## config.mk

```make
export PLATFORM = sky130hd
export DESIGN_NAME = wdw_watchdog
export DESIGN_NICKNAME = d
export VERILOG_FILES = /design/src/rtl/wdw_pkg.sv /design/src/rtl/wdw_watchdog.sv /design/src/rtl/wdw_tick_div.sv /design/src/rtl/wdw_period_decode.sv
export SDC_FILE = /design/constraint.sdc
export NUM_CORES = 1
export LEC_CHECK = 0
export BUFFER_PORTS_ARGS = -buffer_cell sky130_fd_sc_hd__buf_2
export CORE_AREA = 5 5 93 95
export DETAILED_ROUTE_END_ITERATION = 7
export DIE_AREA = 0 0 98 100
export PLACE_DENSITY = 0.85
export SETUP_SLACK_MARGIN = 0.15
export SLEW_MARGIN = 20
export SYNTH_ARGS = -nofsm -noshare
export SYNTH_HDL_FRONTEND = slang
export SYNTH_SLANG_ARGS = --single-unit
```

## constraint.sdc

```tcl
create_clock -name sys_clk -period 5.4 [get_ports sys_clk]
set_input_delay 0.27 -clock sys_clk [delete_from_list [all_inputs] [get_ports sys_clk]]
set_output_delay 0.27 -clock sys_clk [all_outputs]
set_load 0.01 [all_outputs]
```

## src/rtl/wdw_pkg.sv

```systemverilog
// constants, field layout and carrier types of the window watchdog
// assumes a 25 MHz system clock and a 1 kHz watchdog tick made from it
package wdw_pkg;

    // ==========================================================
    // clock rates and derived counts
    // ==========================================================
    localparam int unsigned SYS_CLK_HZ = 25_000_000;
    localparam int unsigned WDT_CLK_HZ = 1_000;
    // system cycles per watchdog tick
    localparam int unsigned TICK_DIV   = SYS_CLK_HZ / WDT_CLK_HZ;
    localparam int          DIV_W      = 16;

    // ==========================================================
    // register map (byte offsets on the plain register port)
    // ==========================================================
    localparam int          ADDR_W      = 4;
    localparam int          DATA_W      = 8;
    localparam logic [3:0]  ADDR_CTRL   = 4'h0;
    localparam logic [3:0]  ADDR_STATUS = 4'h1;
    localparam logic [7:0]  CTRL_RESET  = 8'h00;
    localparam logic [7:0]  STAT_RESET  = 8'h00;
    localparam int          WIN_MSB     = 7;
    localparam int          WIN_LSB     = 4;
    localparam int          PER_MSB     = 3;
    localparam int          PER_LSB     = 0;
    localparam int          LOCK_BIT    = 7;
    localparam int          BUSY_BIT    = 0;

    // ==========================================================
    // period encoding and timing counts
    // ==========================================================
    localparam int          CNT_W       = 14;
    localparam logic [3:0]  CODE_OFF    = 4'h0;
    localparam logic [3:0]  CODE_MAX    = 4'hb;
    localparam logic [13:0] BASE_CYCLES = 14'h0008;
    // transfer completes on the third tick: two to three tick periods
    localparam logic [1:0]  SYNC_LAST   = 2'h2;
    // protected write must follow the key within four cycles
    localparam logic [2:0]  CCP_WINDOW  = 3'h4;

    // ==========================================================
    // carrier and state types
    // ==========================================================
    typedef struct packed {
        logic [ADDR_W-1:0] addr;
        logic [DATA_W-1:0] wdata;
        logic              wr;
        logic              rd;
    } wdw_bus_req_t;

    typedef enum logic [2:0] {
        WDW_OFF,
        WDW_NORMAL,
        WDW_ARMED,
        WDW_CLOSED,
        WDW_OPEN
    } wdw_mode_t;

    typedef struct packed {
        logic [DIV_W-1:0] cnt;
        logic             tick;
    } wdw_div_state_t;

endpackage

```

## src/rtl/wdw_watchdog.sv

```systemverilog
// window watchdog: control/status registers, change protection,
// lock, tick-domain transfer of settings and the time-out engine
// assumes all inputs come from logic on sys_clk
// assumes software waits for the busy flag before a new control write
// assumes TICK_DIV sys_clk cycles make one watchdog tick
//
// Notes on behaviour
// - upper nibble 0x1..0xb enables window mode, closed time 8..8K ticks
// - lower nibble 0x1..0xb enables watchdog and picks normal time-out
// - in window mode the lower nibble sets the open window length
// - with lock set both nibbles ignore writes
// - lock bit only written to one, cleared only in debug mode
// - nonzero period at end of boot sets lock automatically
// - busy flag high from control write until transfer to tick side
// - lock bit written only after the unlock key, as control
// - busy flag needs no key and reads at any time
// - control loads from boot fuse after reset
// - clear takes two to three ticks; clears meanwhile are dropped
`timescale 1ns/10ps
module wdw_watchdog #(
    parameter int unsigned TICK_DIV = wdw_pkg::TICK_DIV
) (
    input  wire logic                 sys_clk,
    input  wire logic                 arst_n,
    input  wire wdw_pkg::wdw_bus_req_t busReq,
    output logic [7:0]                busRdata,
    input  wire logic                 changeProtectionUnlock,
    input  wire logic                 watchdogClearInstruction,
    input  wire logic                 debugMode,
    input  wire logic                 bootDone,
    input  wire logic [7:0]           bootConfigFuse,
    output logic                      sysResetReq,
    output logic                      syncInProgressFlag
);
    import wdw_pkg::*;

    // ==========================================================
    // state record
    // ==========================================================
    // one record keeps reset and next-state code in step
    typedef struct packed {
        logic [7:0]       timeoutWindowControl;
        logic [7:0]       activeCtrl;
        logic             lock;
        logic             sync_in_progress_flag;
        logic [1:0]       syncCnt;
        logic             fuseLoad;
        logic [2:0]       ccpCnt;
        logic             clrBusy;
        logic [1:0]       clrCnt;
        wdw_mode_t        mode;
        logic [CNT_W-1:0] cnt;
        logic             wasDebug;
        logic             sysReset;
        logic [7:0]       rdata;
    } wdw_state_t;

    wdw_state_t s;
    wdw_state_t next_s;

    logic              lowPower1khzClock;
    logic [CNT_W-1:0]  winCycles;
    logic [CNT_W-1:0]  perCycles;
    logic              winValid;
    logic              perValid;
    logic              ctrlWr;
    logic              statWr;
    logic              protOk;
    logic              clrApply;
    logic [CNT_W-1:0]  cntInc;
    logic              ctrlTake;
    logic              perDone;
    logic              winDone;
    logic [7:0]        statusWord;

    // ==========================================================
    // watchdog tick enable and period decoders
    // ==========================================================
    // the slow oscillator is modelled as an enable, not a clock
    wdw_tick_div #(
        .DIV  (TICK_DIV)
    ) u_tick (
        .sys_clk (sys_clk),
        .arst_n  (arst_n),
        .tick    (lowPower1khzClock)
    );

    // reserved codes decode as not valid, so they act as off
    // closed window length from the upper nibble
    wdw_period_decode u_win (
        .code   (s.activeCtrl[WIN_MSB:WIN_LSB]),
        .cycles (winCycles),
        .valid  (winValid)
    );

    // time-out or open window length from the lower nibble
    wdw_period_decode u_per (
        .code   (s.activeCtrl[PER_MSB:PER_LSB]),
        .cycles (perCycles),
        .valid  (perValid)
    );

    // ==========================================================
    // bus decode
    // ==========================================================
    assign ctrlWr = busReq.wr && (busReq.addr == ADDR_CTRL);
    assign statWr = busReq.wr && (busReq.addr == ADDR_STATUS);
    // key window open; a write during fuse load would override the fuse value
    assign protOk = (s.ccpCnt != 3'h0) && !s.fuseLoad;
    assign cntInc = s.cnt + 14'h0001;
    // a write is taken only with key, no lock and no pending transfer
    assign ctrlTake = ctrlWr && protOk && !s.lock && !s.sync_in_progress_flag;

    // ==========================================================
    // status word and expiry compares
    // ==========================================================
    // spare bits read zero; busy needs no key and reads at any time
    assign statusWord = STAT_RESET
                      | (8'(s.lock) << LOCK_BIT)
                      | (8'(s.sync_in_progress_flag) << BUSY_BIT);
    // >= rather than ==: a period shortened mid-count still expires
    assign perDone = (cntInc >= perCycles);
    assign winDone = (cntInc >= winCycles);

    // ==========================================================
    // next-state logic
    // ==========================================================
    always_comb begin
        next_s          = s;
        clrApply        = 1'b0;
        // pulses and read data fall back to zero every cycle
        next_s.sysReset = 1'b0;
        next_s.rdata    = 8'h00;

        // key window runs down one step per cycle
        if (s.ccpCnt != 3'h0) begin
            next_s.ccpCnt = s.ccpCnt - 3'h1;
        end
        if (changeProtectionUnlock) begin
            next_s.ccpCnt = CCP_WINDOW;
        end

        // fuse is caught by the first clocked edge after release
        if (s.fuseLoad) begin
            next_s.fuseLoad             = 1'b0;
            next_s.timeoutWindowControl = bootConfigFuse;
            next_s.activeCtrl           = bootConfigFuse;
        end

        // control write: key needed, refused while locked or busy;
        // a refused attempt still spends the key
        if (ctrlWr && protOk) begin
            next_s.ccpCnt = 3'h0;
        end
        if (ctrlTake) begin
            next_s.timeoutWindowControl = busReq.wdata;
            next_s.sync_in_progress_flag             = 1'b1;
            next_s.syncCnt              = 2'h0;
        end

        // status write: only the lock bit is writable, under key
        // clearing the lock needs debug mode as well as the key
        if (statWr && protOk) begin
            next_s.ccpCnt = 3'h0;
            if (busReq.wdata[LOCK_BIT]) begin
                next_s.lock = 1'b1;
            end else if (debugMode) begin
                next_s.lock = 1'b0;
            end
        end

        // boot end with a running period locks the settings
        if (bootDone &&
            (s.timeoutWindowControl[PER_MSB:PER_LSB] != CODE_OFF)) begin
            next_s.lock = 1'b1;
        end

        // register read, data valid in the next cycle only
        if (busReq.rd) begin
            case (busReq.addr)
                ADDR_CTRL: begin
                    next_s.rdata = s.timeoutWindowControl;
                end
                ADDR_STATUS: begin
                    next_s.rdata = statusWord;
                end
                default: begin
                    // unmapped offsets read as zero
                    next_s.rdata = 8'h00;
                end
            endcase
        end

        // settings cross on the third tick after the write
        // active copy changes only here and at fuse load, never half way through a write
        if (s.sync_in_progress_flag && lowPower1khzClock) begin
            if (s.syncCnt == SYNC_LAST) begin
                next_s.activeCtrl = s.timeoutWindowControl;
                next_s.sync_in_progress_flag   = 1'b0;
            end else begin
                next_s.syncCnt = s.syncCnt + 2'h1;
            end
        end

        // clear request: a second one while pending is dropped
        // one pending clear at a time keeps the tick side simple
        if (watchdogClearInstruction && !s.clrBusy) begin
            next_s.clrBusy = 1'b1;
            next_s.clrCnt  = 2'h0;
        end
        if (s.clrBusy && lowPower1khzClock) begin
            if (s.clrCnt == SYNC_LAST) begin
                clrApply       = 1'b1;
                next_s.clrBusy = 1'b0;
            end else begin
                next_s.clrCnt = s.clrCnt + 2'h1;
            end
        end

        // time-out engine, advances on the tick only
        if (lowPower1khzClock) begin
            if (debugMode) begin
                // halted cpu: counter held at zero
                next_s.cnt      = '0;
                next_s.wasDebug = 1'b1;
            end else if (!perValid) begin
                next_s.mode = WDW_OFF;
                next_s.cnt  = '0;
            end else begin
                next_s.wasDebug = 1'b0;
                case (s.mode)
                    WDW_OFF: begin
                        // first closed period waits for a clear
                        next_s.mode = winValid ? WDW_ARMED
                                               : WDW_NORMAL;
                        next_s.cnt  = '0;
                    end
                    WDW_NORMAL: begin
                        if (winValid) begin
                            next_s.mode = WDW_ARMED;
                            next_s.cnt  = '0;
                        end else if (clrApply) begin
                            // a clear restarts the full time-out
                            next_s.cnt = '0;
                        end else if (perDone) begin
                            next_s.sysReset = 1'b1;
                            next_s.cnt      = '0;
                        end else begin
                            next_s.cnt = cntInc;
                        end
                    end
                    WDW_ARMED: begin
                        // normal time-out runs until the first clear
                        if (!winValid) begin
                            next_s.mode = WDW_NORMAL;
                        end else if (clrApply) begin
                            next_s.mode = WDW_CLOSED;
                            next_s.cnt  = '0;
                        end else if (perDone) begin
                            next_s.sysReset = 1'b1;
                            next_s.cnt      = '0;
                        end else begin
                            next_s.cnt = cntInc;
                        end
                    end
                    WDW_CLOSED: begin
                        // clears here come too early
                        if (!winValid) begin
                            next_s.mode = WDW_NORMAL;
                            next_s.cnt  = '0;
                        end else if (s.wasDebug) begin
                            // leaving debug skips this closed period
                            next_s.mode = WDW_ARMED;
                            next_s.cnt  = '0;
                        end else if (clrApply) begin
                            // clear too early
                            next_s.sysReset = 1'b1;
                            next_s.mode     = WDW_ARMED;
                            next_s.cnt      = '0;
                        end else if (winDone) begin
                            next_s.mode = WDW_OPEN;
                            next_s.cnt  = '0;
                        end else begin
                            next_s.cnt = cntInc;
                        end
                    end
                    WDW_OPEN: begin
                        // a clear here starts the next closed period
                        if (!winValid) begin
                            next_s.mode = WDW_NORMAL;
                            next_s.cnt  = '0;
                        end else if (s.wasDebug) begin
                            next_s.mode = WDW_ARMED;
                            next_s.cnt  = '0;
                        end else if (clrApply) begin
                            next_s.mode = WDW_CLOSED;
                            next_s.cnt  = '0;
                        end else if (perDone) begin
                            // open window ran out
                            next_s.sysReset = 1'b1;
                            next_s.mode     = WDW_ARMED;
                            next_s.cnt      = '0;
                        end else begin
                            next_s.cnt = cntInc;
                        end
                    end
                    default: begin
                        next_s.mode = WDW_OFF;
                        next_s.cnt  = '0;
                    end
                endcase
            end
        end
    end

    // ==========================================================
    // state register
    // ==========================================================
    // constants only under reset; the fuse follows one edge later
    always_ff @(posedge sys_clk or negedge arst_n) begin
        if (!arst_n) begin
            s                      <= '0;
            s.timeoutWindowControl <= CTRL_RESET;
            s.activeCtrl           <= CTRL_RESET;
            s.lock                 <= STAT_RESET[LOCK_BIT];
            s.fuseLoad             <= 1'b1;
            s.mode                 <= WDW_OFF;
        end else begin
            s <= next_s;
        end
    end

    // ==========================================================
    // outputs
    // ==========================================================
    // every output comes straight from a flip-flop
    assign busRdata           = s.rdata;
    assign sysResetReq        = s.sysReset;
    assign syncInProgressFlag = s.sync_in_progress_flag;

endmodule

```

## src/rtl/wdw_tick_div.sv

```systemverilog
// divider that makes the one-cycle watchdog tick enable
// assumes DIV is at least 2 and fits in DIV_W bits
`timescale 1ns/10ps
module wdw_tick_div #(
    parameter int unsigned DIV = wdw_pkg::TICK_DIV
) (
    input  wire logic sys_clk,
    input  wire logic arst_n,
    output logic      tick
);
    import wdw_pkg::*;

    wdw_div_state_t s;
    wdw_div_state_t next_s;

    // ==========================================================
    // free-running count, pulse on wrap
    // ==========================================================
    always_comb begin
        next_s = s;
        next_s.tick = 1'b0;
        if (s.cnt == DIV_W'(DIV - 1)) begin
            next_s.cnt  = '0;
            next_s.tick = 1'b1;
        end else begin
            next_s.cnt = s.cnt + 16'h0001;
        end
    end

    // state register
    always_ff @(posedge sys_clk or negedge arst_n) begin
        if (!arst_n) begin
            s <= '0;
        end else begin
            s <= next_s;
        end
    end

    assign tick = s.tick;

endmodule

```

## src/rtl/wdw_period_decode.sv

```systemverilog
// maps a four-bit period code to a length in watchdog ticks
// assumes reserved codes are treated as off by the caller
`timescale 1ns/10ps
module wdw_period_decode (
    input  wire logic [3:0]  code,
    output logic [13:0]      cycles,
    output logic             valid
);
    import wdw_pkg::*;

    // ==========================================================
    // doubling decode: 0x1 gives 8 ticks, 0xb gives 8192
    // ==========================================================
    always_comb begin
        valid  = (code != CODE_OFF) && (code <= CODE_MAX);
        cycles = '0;
        if (valid) begin
            cycles = BASE_CYCLES << (code - 4'h1);
        end
    end

endmodule

```

==> metrics.txt <==
status completed; H-tree Lvls 3; share of the synthesized area in the top cell type 0.411; synthesized area 0.00426 sq mm; CTS root buffer clkbuf_8; met3 wire len 386 um; post-CTS setup buffer count 0; Starting Density 0.557; via count of the first global-routing pass between 3,000 and 4,000; GRT Overall Usage 0.181; GP Congestion 0.869; clock sink total 71; DRT met1 WL 3.92 mm; ANT cells 0; distinct cell type count after synthesis 50; Avg Inst Size Synth 9.22 sq um; peak supply drop between 150 and 200 uV; synth top area cells dfrtp_1 (41%), ha_1 (7.6%), nand2_1 (5.6%); detail-routed via count per cell 5.76; Max stage delay on crit path 0.53 ns; total power 1.19 mW; Final Critical Period 3.73 ns; WL met2 4.07 mm; CTS tree built; Rel. slew slack 0.416; total die area 0.00980 sq mm; # nets final 544; worst-path fanout max 14; CP top delay family simple AND/OR/NAND/NOR gates; PortBufs 37; fin. max-slew vios 0; period utilization 0.691; chip height 100 um; Wirelength per Cell 14.3 um; worst-skew pair later-pin latency 0.35 ns; CP endpoint kind flop; Worst Tran Pin Value 0.876 ns; WHS 0.112 ns; worst-case clock buffer depth 2; Final ANT Viol Nets 0; endpoints failing setup 0; CP max stage cell o31a_1; initial DRC count around 170; top sig layer met4; Worst Skew 0.00972 ns; Core Region 0.00765 sq mm; HPWL Detailed between 6 and 7 mm; Lkg Pwr 2.18 nW; Yosys top cell by area dfrtp_1; number of synthesized flops with an enable pin 0; CP Cell Sequence and3_1, and3_1, and3_1, nand3_1, nor2_1, xnor2_1, inv_1, ha_1, nand4_1, a2111o_1, nand3_1, o31a_1, nor2_1, mux2_2; Max Freq 268 MHz; synthesis-to-layout area growth 9.93%; Residual DRC 0; pre-CTS setup slack 1.69 ns; antenna violations before repair 0; Max Cap Viol 0; global-route wire length before repair 14.6 mm; flops & latches, synth between 70 and 80; post-CTS sizing 0; Num CTS Buffers 9; HP Class in2reg; most used cell along the critical path and3_1; post-layout util 0.612; Setup Crit Path Kind reg2reg; setup TNS 0 ns; # rows 32; clock slew at reported path FFs 0.07 ns; total grt overflow 0; final worst slack between 1.5 and 2 ns; Routed WL approximately 8.5 mm; Post-synth top flop dfrtp_1; crit path launch type flop; Arr. time, crit path 3.96 ns; CP required 5.63 ns; Final Hold Vio Count 0; # IOs 38; Crit path buffers/inverters 1; YS warnings 0; drt first pass iters 5; RSZ-0062 raised after global routing false; register area share after synthesis 0.418; Pwr per Cell Area ~250 mW/mm^2; Fill cells 624; Die Wd 98 um; r2r setup slk 1.67 ns; ys async rst share 1.00; Mapped Nets 516; vias 3,439; synthesized instance count about 460; Post-CTS Hold Buffers 0; layout cells sized above 1 0.127; maximum number of pins on one net before global-route repair 72
per-layer routing:
metal,vias to the layer above,GRT usage
li1,1672,-
met1,1656,0.235
met5,-,0
met4,0,0.0735
met2,94,0.296
met3,17,0.0368
placed cells by master, fill, tap and decap left out, drive strengths merged, types with 9 or more instances in the layout:
cell type  Yosys  layout
nand2         64      64
nand2b         9       9
nor2          39      39
xor2          10      10
dfrtp         70      70
mux2i         18      18
o21ai         23      23
nor2b         11      11
xnor2         17      17
ha            26      26
nand3         26      26
a21oi         26      26
inv           13      13
clkbuf        10      12
buf           12      39
synth_stat cells, drive strengths merged (10+ instances only):
cell type,instances
xnor2,17
inv,13
xor2,10
nor2b,11
mux2i,18
ha,26
nand3,26
o21ai,23
nand2,64
a21oi,26
nor2,39
dfrtp,70
buf,12
clkbuf,10
power breakdown:
| group | leakage (nW) | total, mW | switching [mW] | internal (mW) |
|---|---|---|---|---|
| registers | 0.910 | 0.583 | 0.0273 | 0.555 |
| clock network | 0.110 | 0.463 | 0.192 | 0.272 |
| logic | 1.16 | 0.144 | 0.0838 | 0.0603 |
kinds of logic (layout without fill, tap and decap cells):
family,count (synthesis),after routing,share of synthesized area
AOI/OAI and AO/OA,82,82,0.129
xor gates and xnor gates,27,27,0.0555
adders and majority gates,26,26,0.0764
buffers and inverters,35,68,0.0423
DFF,71,71,0.418
muxes,20,20,0.0476
other,1,1,0.000881
and+or+nand+nor,200,200,0.231
worst paths after layout:
check                                        from               endpoint  cells after the start
setup / recovery                s[12]$_DFFE_PN0P_      s[10]$_DFFE_PN0P_                     14
hold / removal             changeProtectionUnlock      s[30]$_DFFE_PN0P_                      2
setup reg to reg                s[12]$_DFFE_PN0P_      s[10]$_DFFE_PN0P_                     14
hold reg to reg             u_tick.s[1]$_DFF_PN0_  u_tick.s[1]$_DFF_PN0_                      1
max in group asynchronous                  arst_n  busRdata[7]$_DFF_PN0_                      2
min in group asynchronous                  arst_n      s[15]$_DFFE_PN0P_                      2
worst reg2reg max path, cell delays in order (launching register included):
cell and delay (ns):
dfrtp_1 0.44, and3_1 0.20, and3_1 0.23, and3_1 0.22, nand3_1 0.16, nor2_1 0.17, xnor2_1 0.17, inv_1 0.11
ha_1 0.33, nand4_1 0.10, a2111o_1 0.41, nand3_1 0.10, o31a_1 0.53, nor2_1 0.16, mux2_2 0.29
metrics by stage:
step,cells,instance area (sq um)
detailed placement,581,4470
CTS,597,4680
global route,597,4680
global placement,581,4470
floorplan,462,4260
finish,597,4680
layout make-up:
type	count	area [sq um]	share of cell area
sequential	71	1780	0.380
clock buffer	12	145	0.0310
tap	102	128	0.0273
multi-input combinational	356	2310	0.494
inverter	13	48.8	0.0104
timing repair buffer	39	200	0.0428
clock inverter	4	70.1	0.0150
state kept, by name, summed over array words and instances (netlist names):
name,count
busRdata,8
s,44
syncInProgressFlag,1
sysResetReq,1
u_tick.s,16
u_tick.tick,1
(Power assumes the default switching activity.)
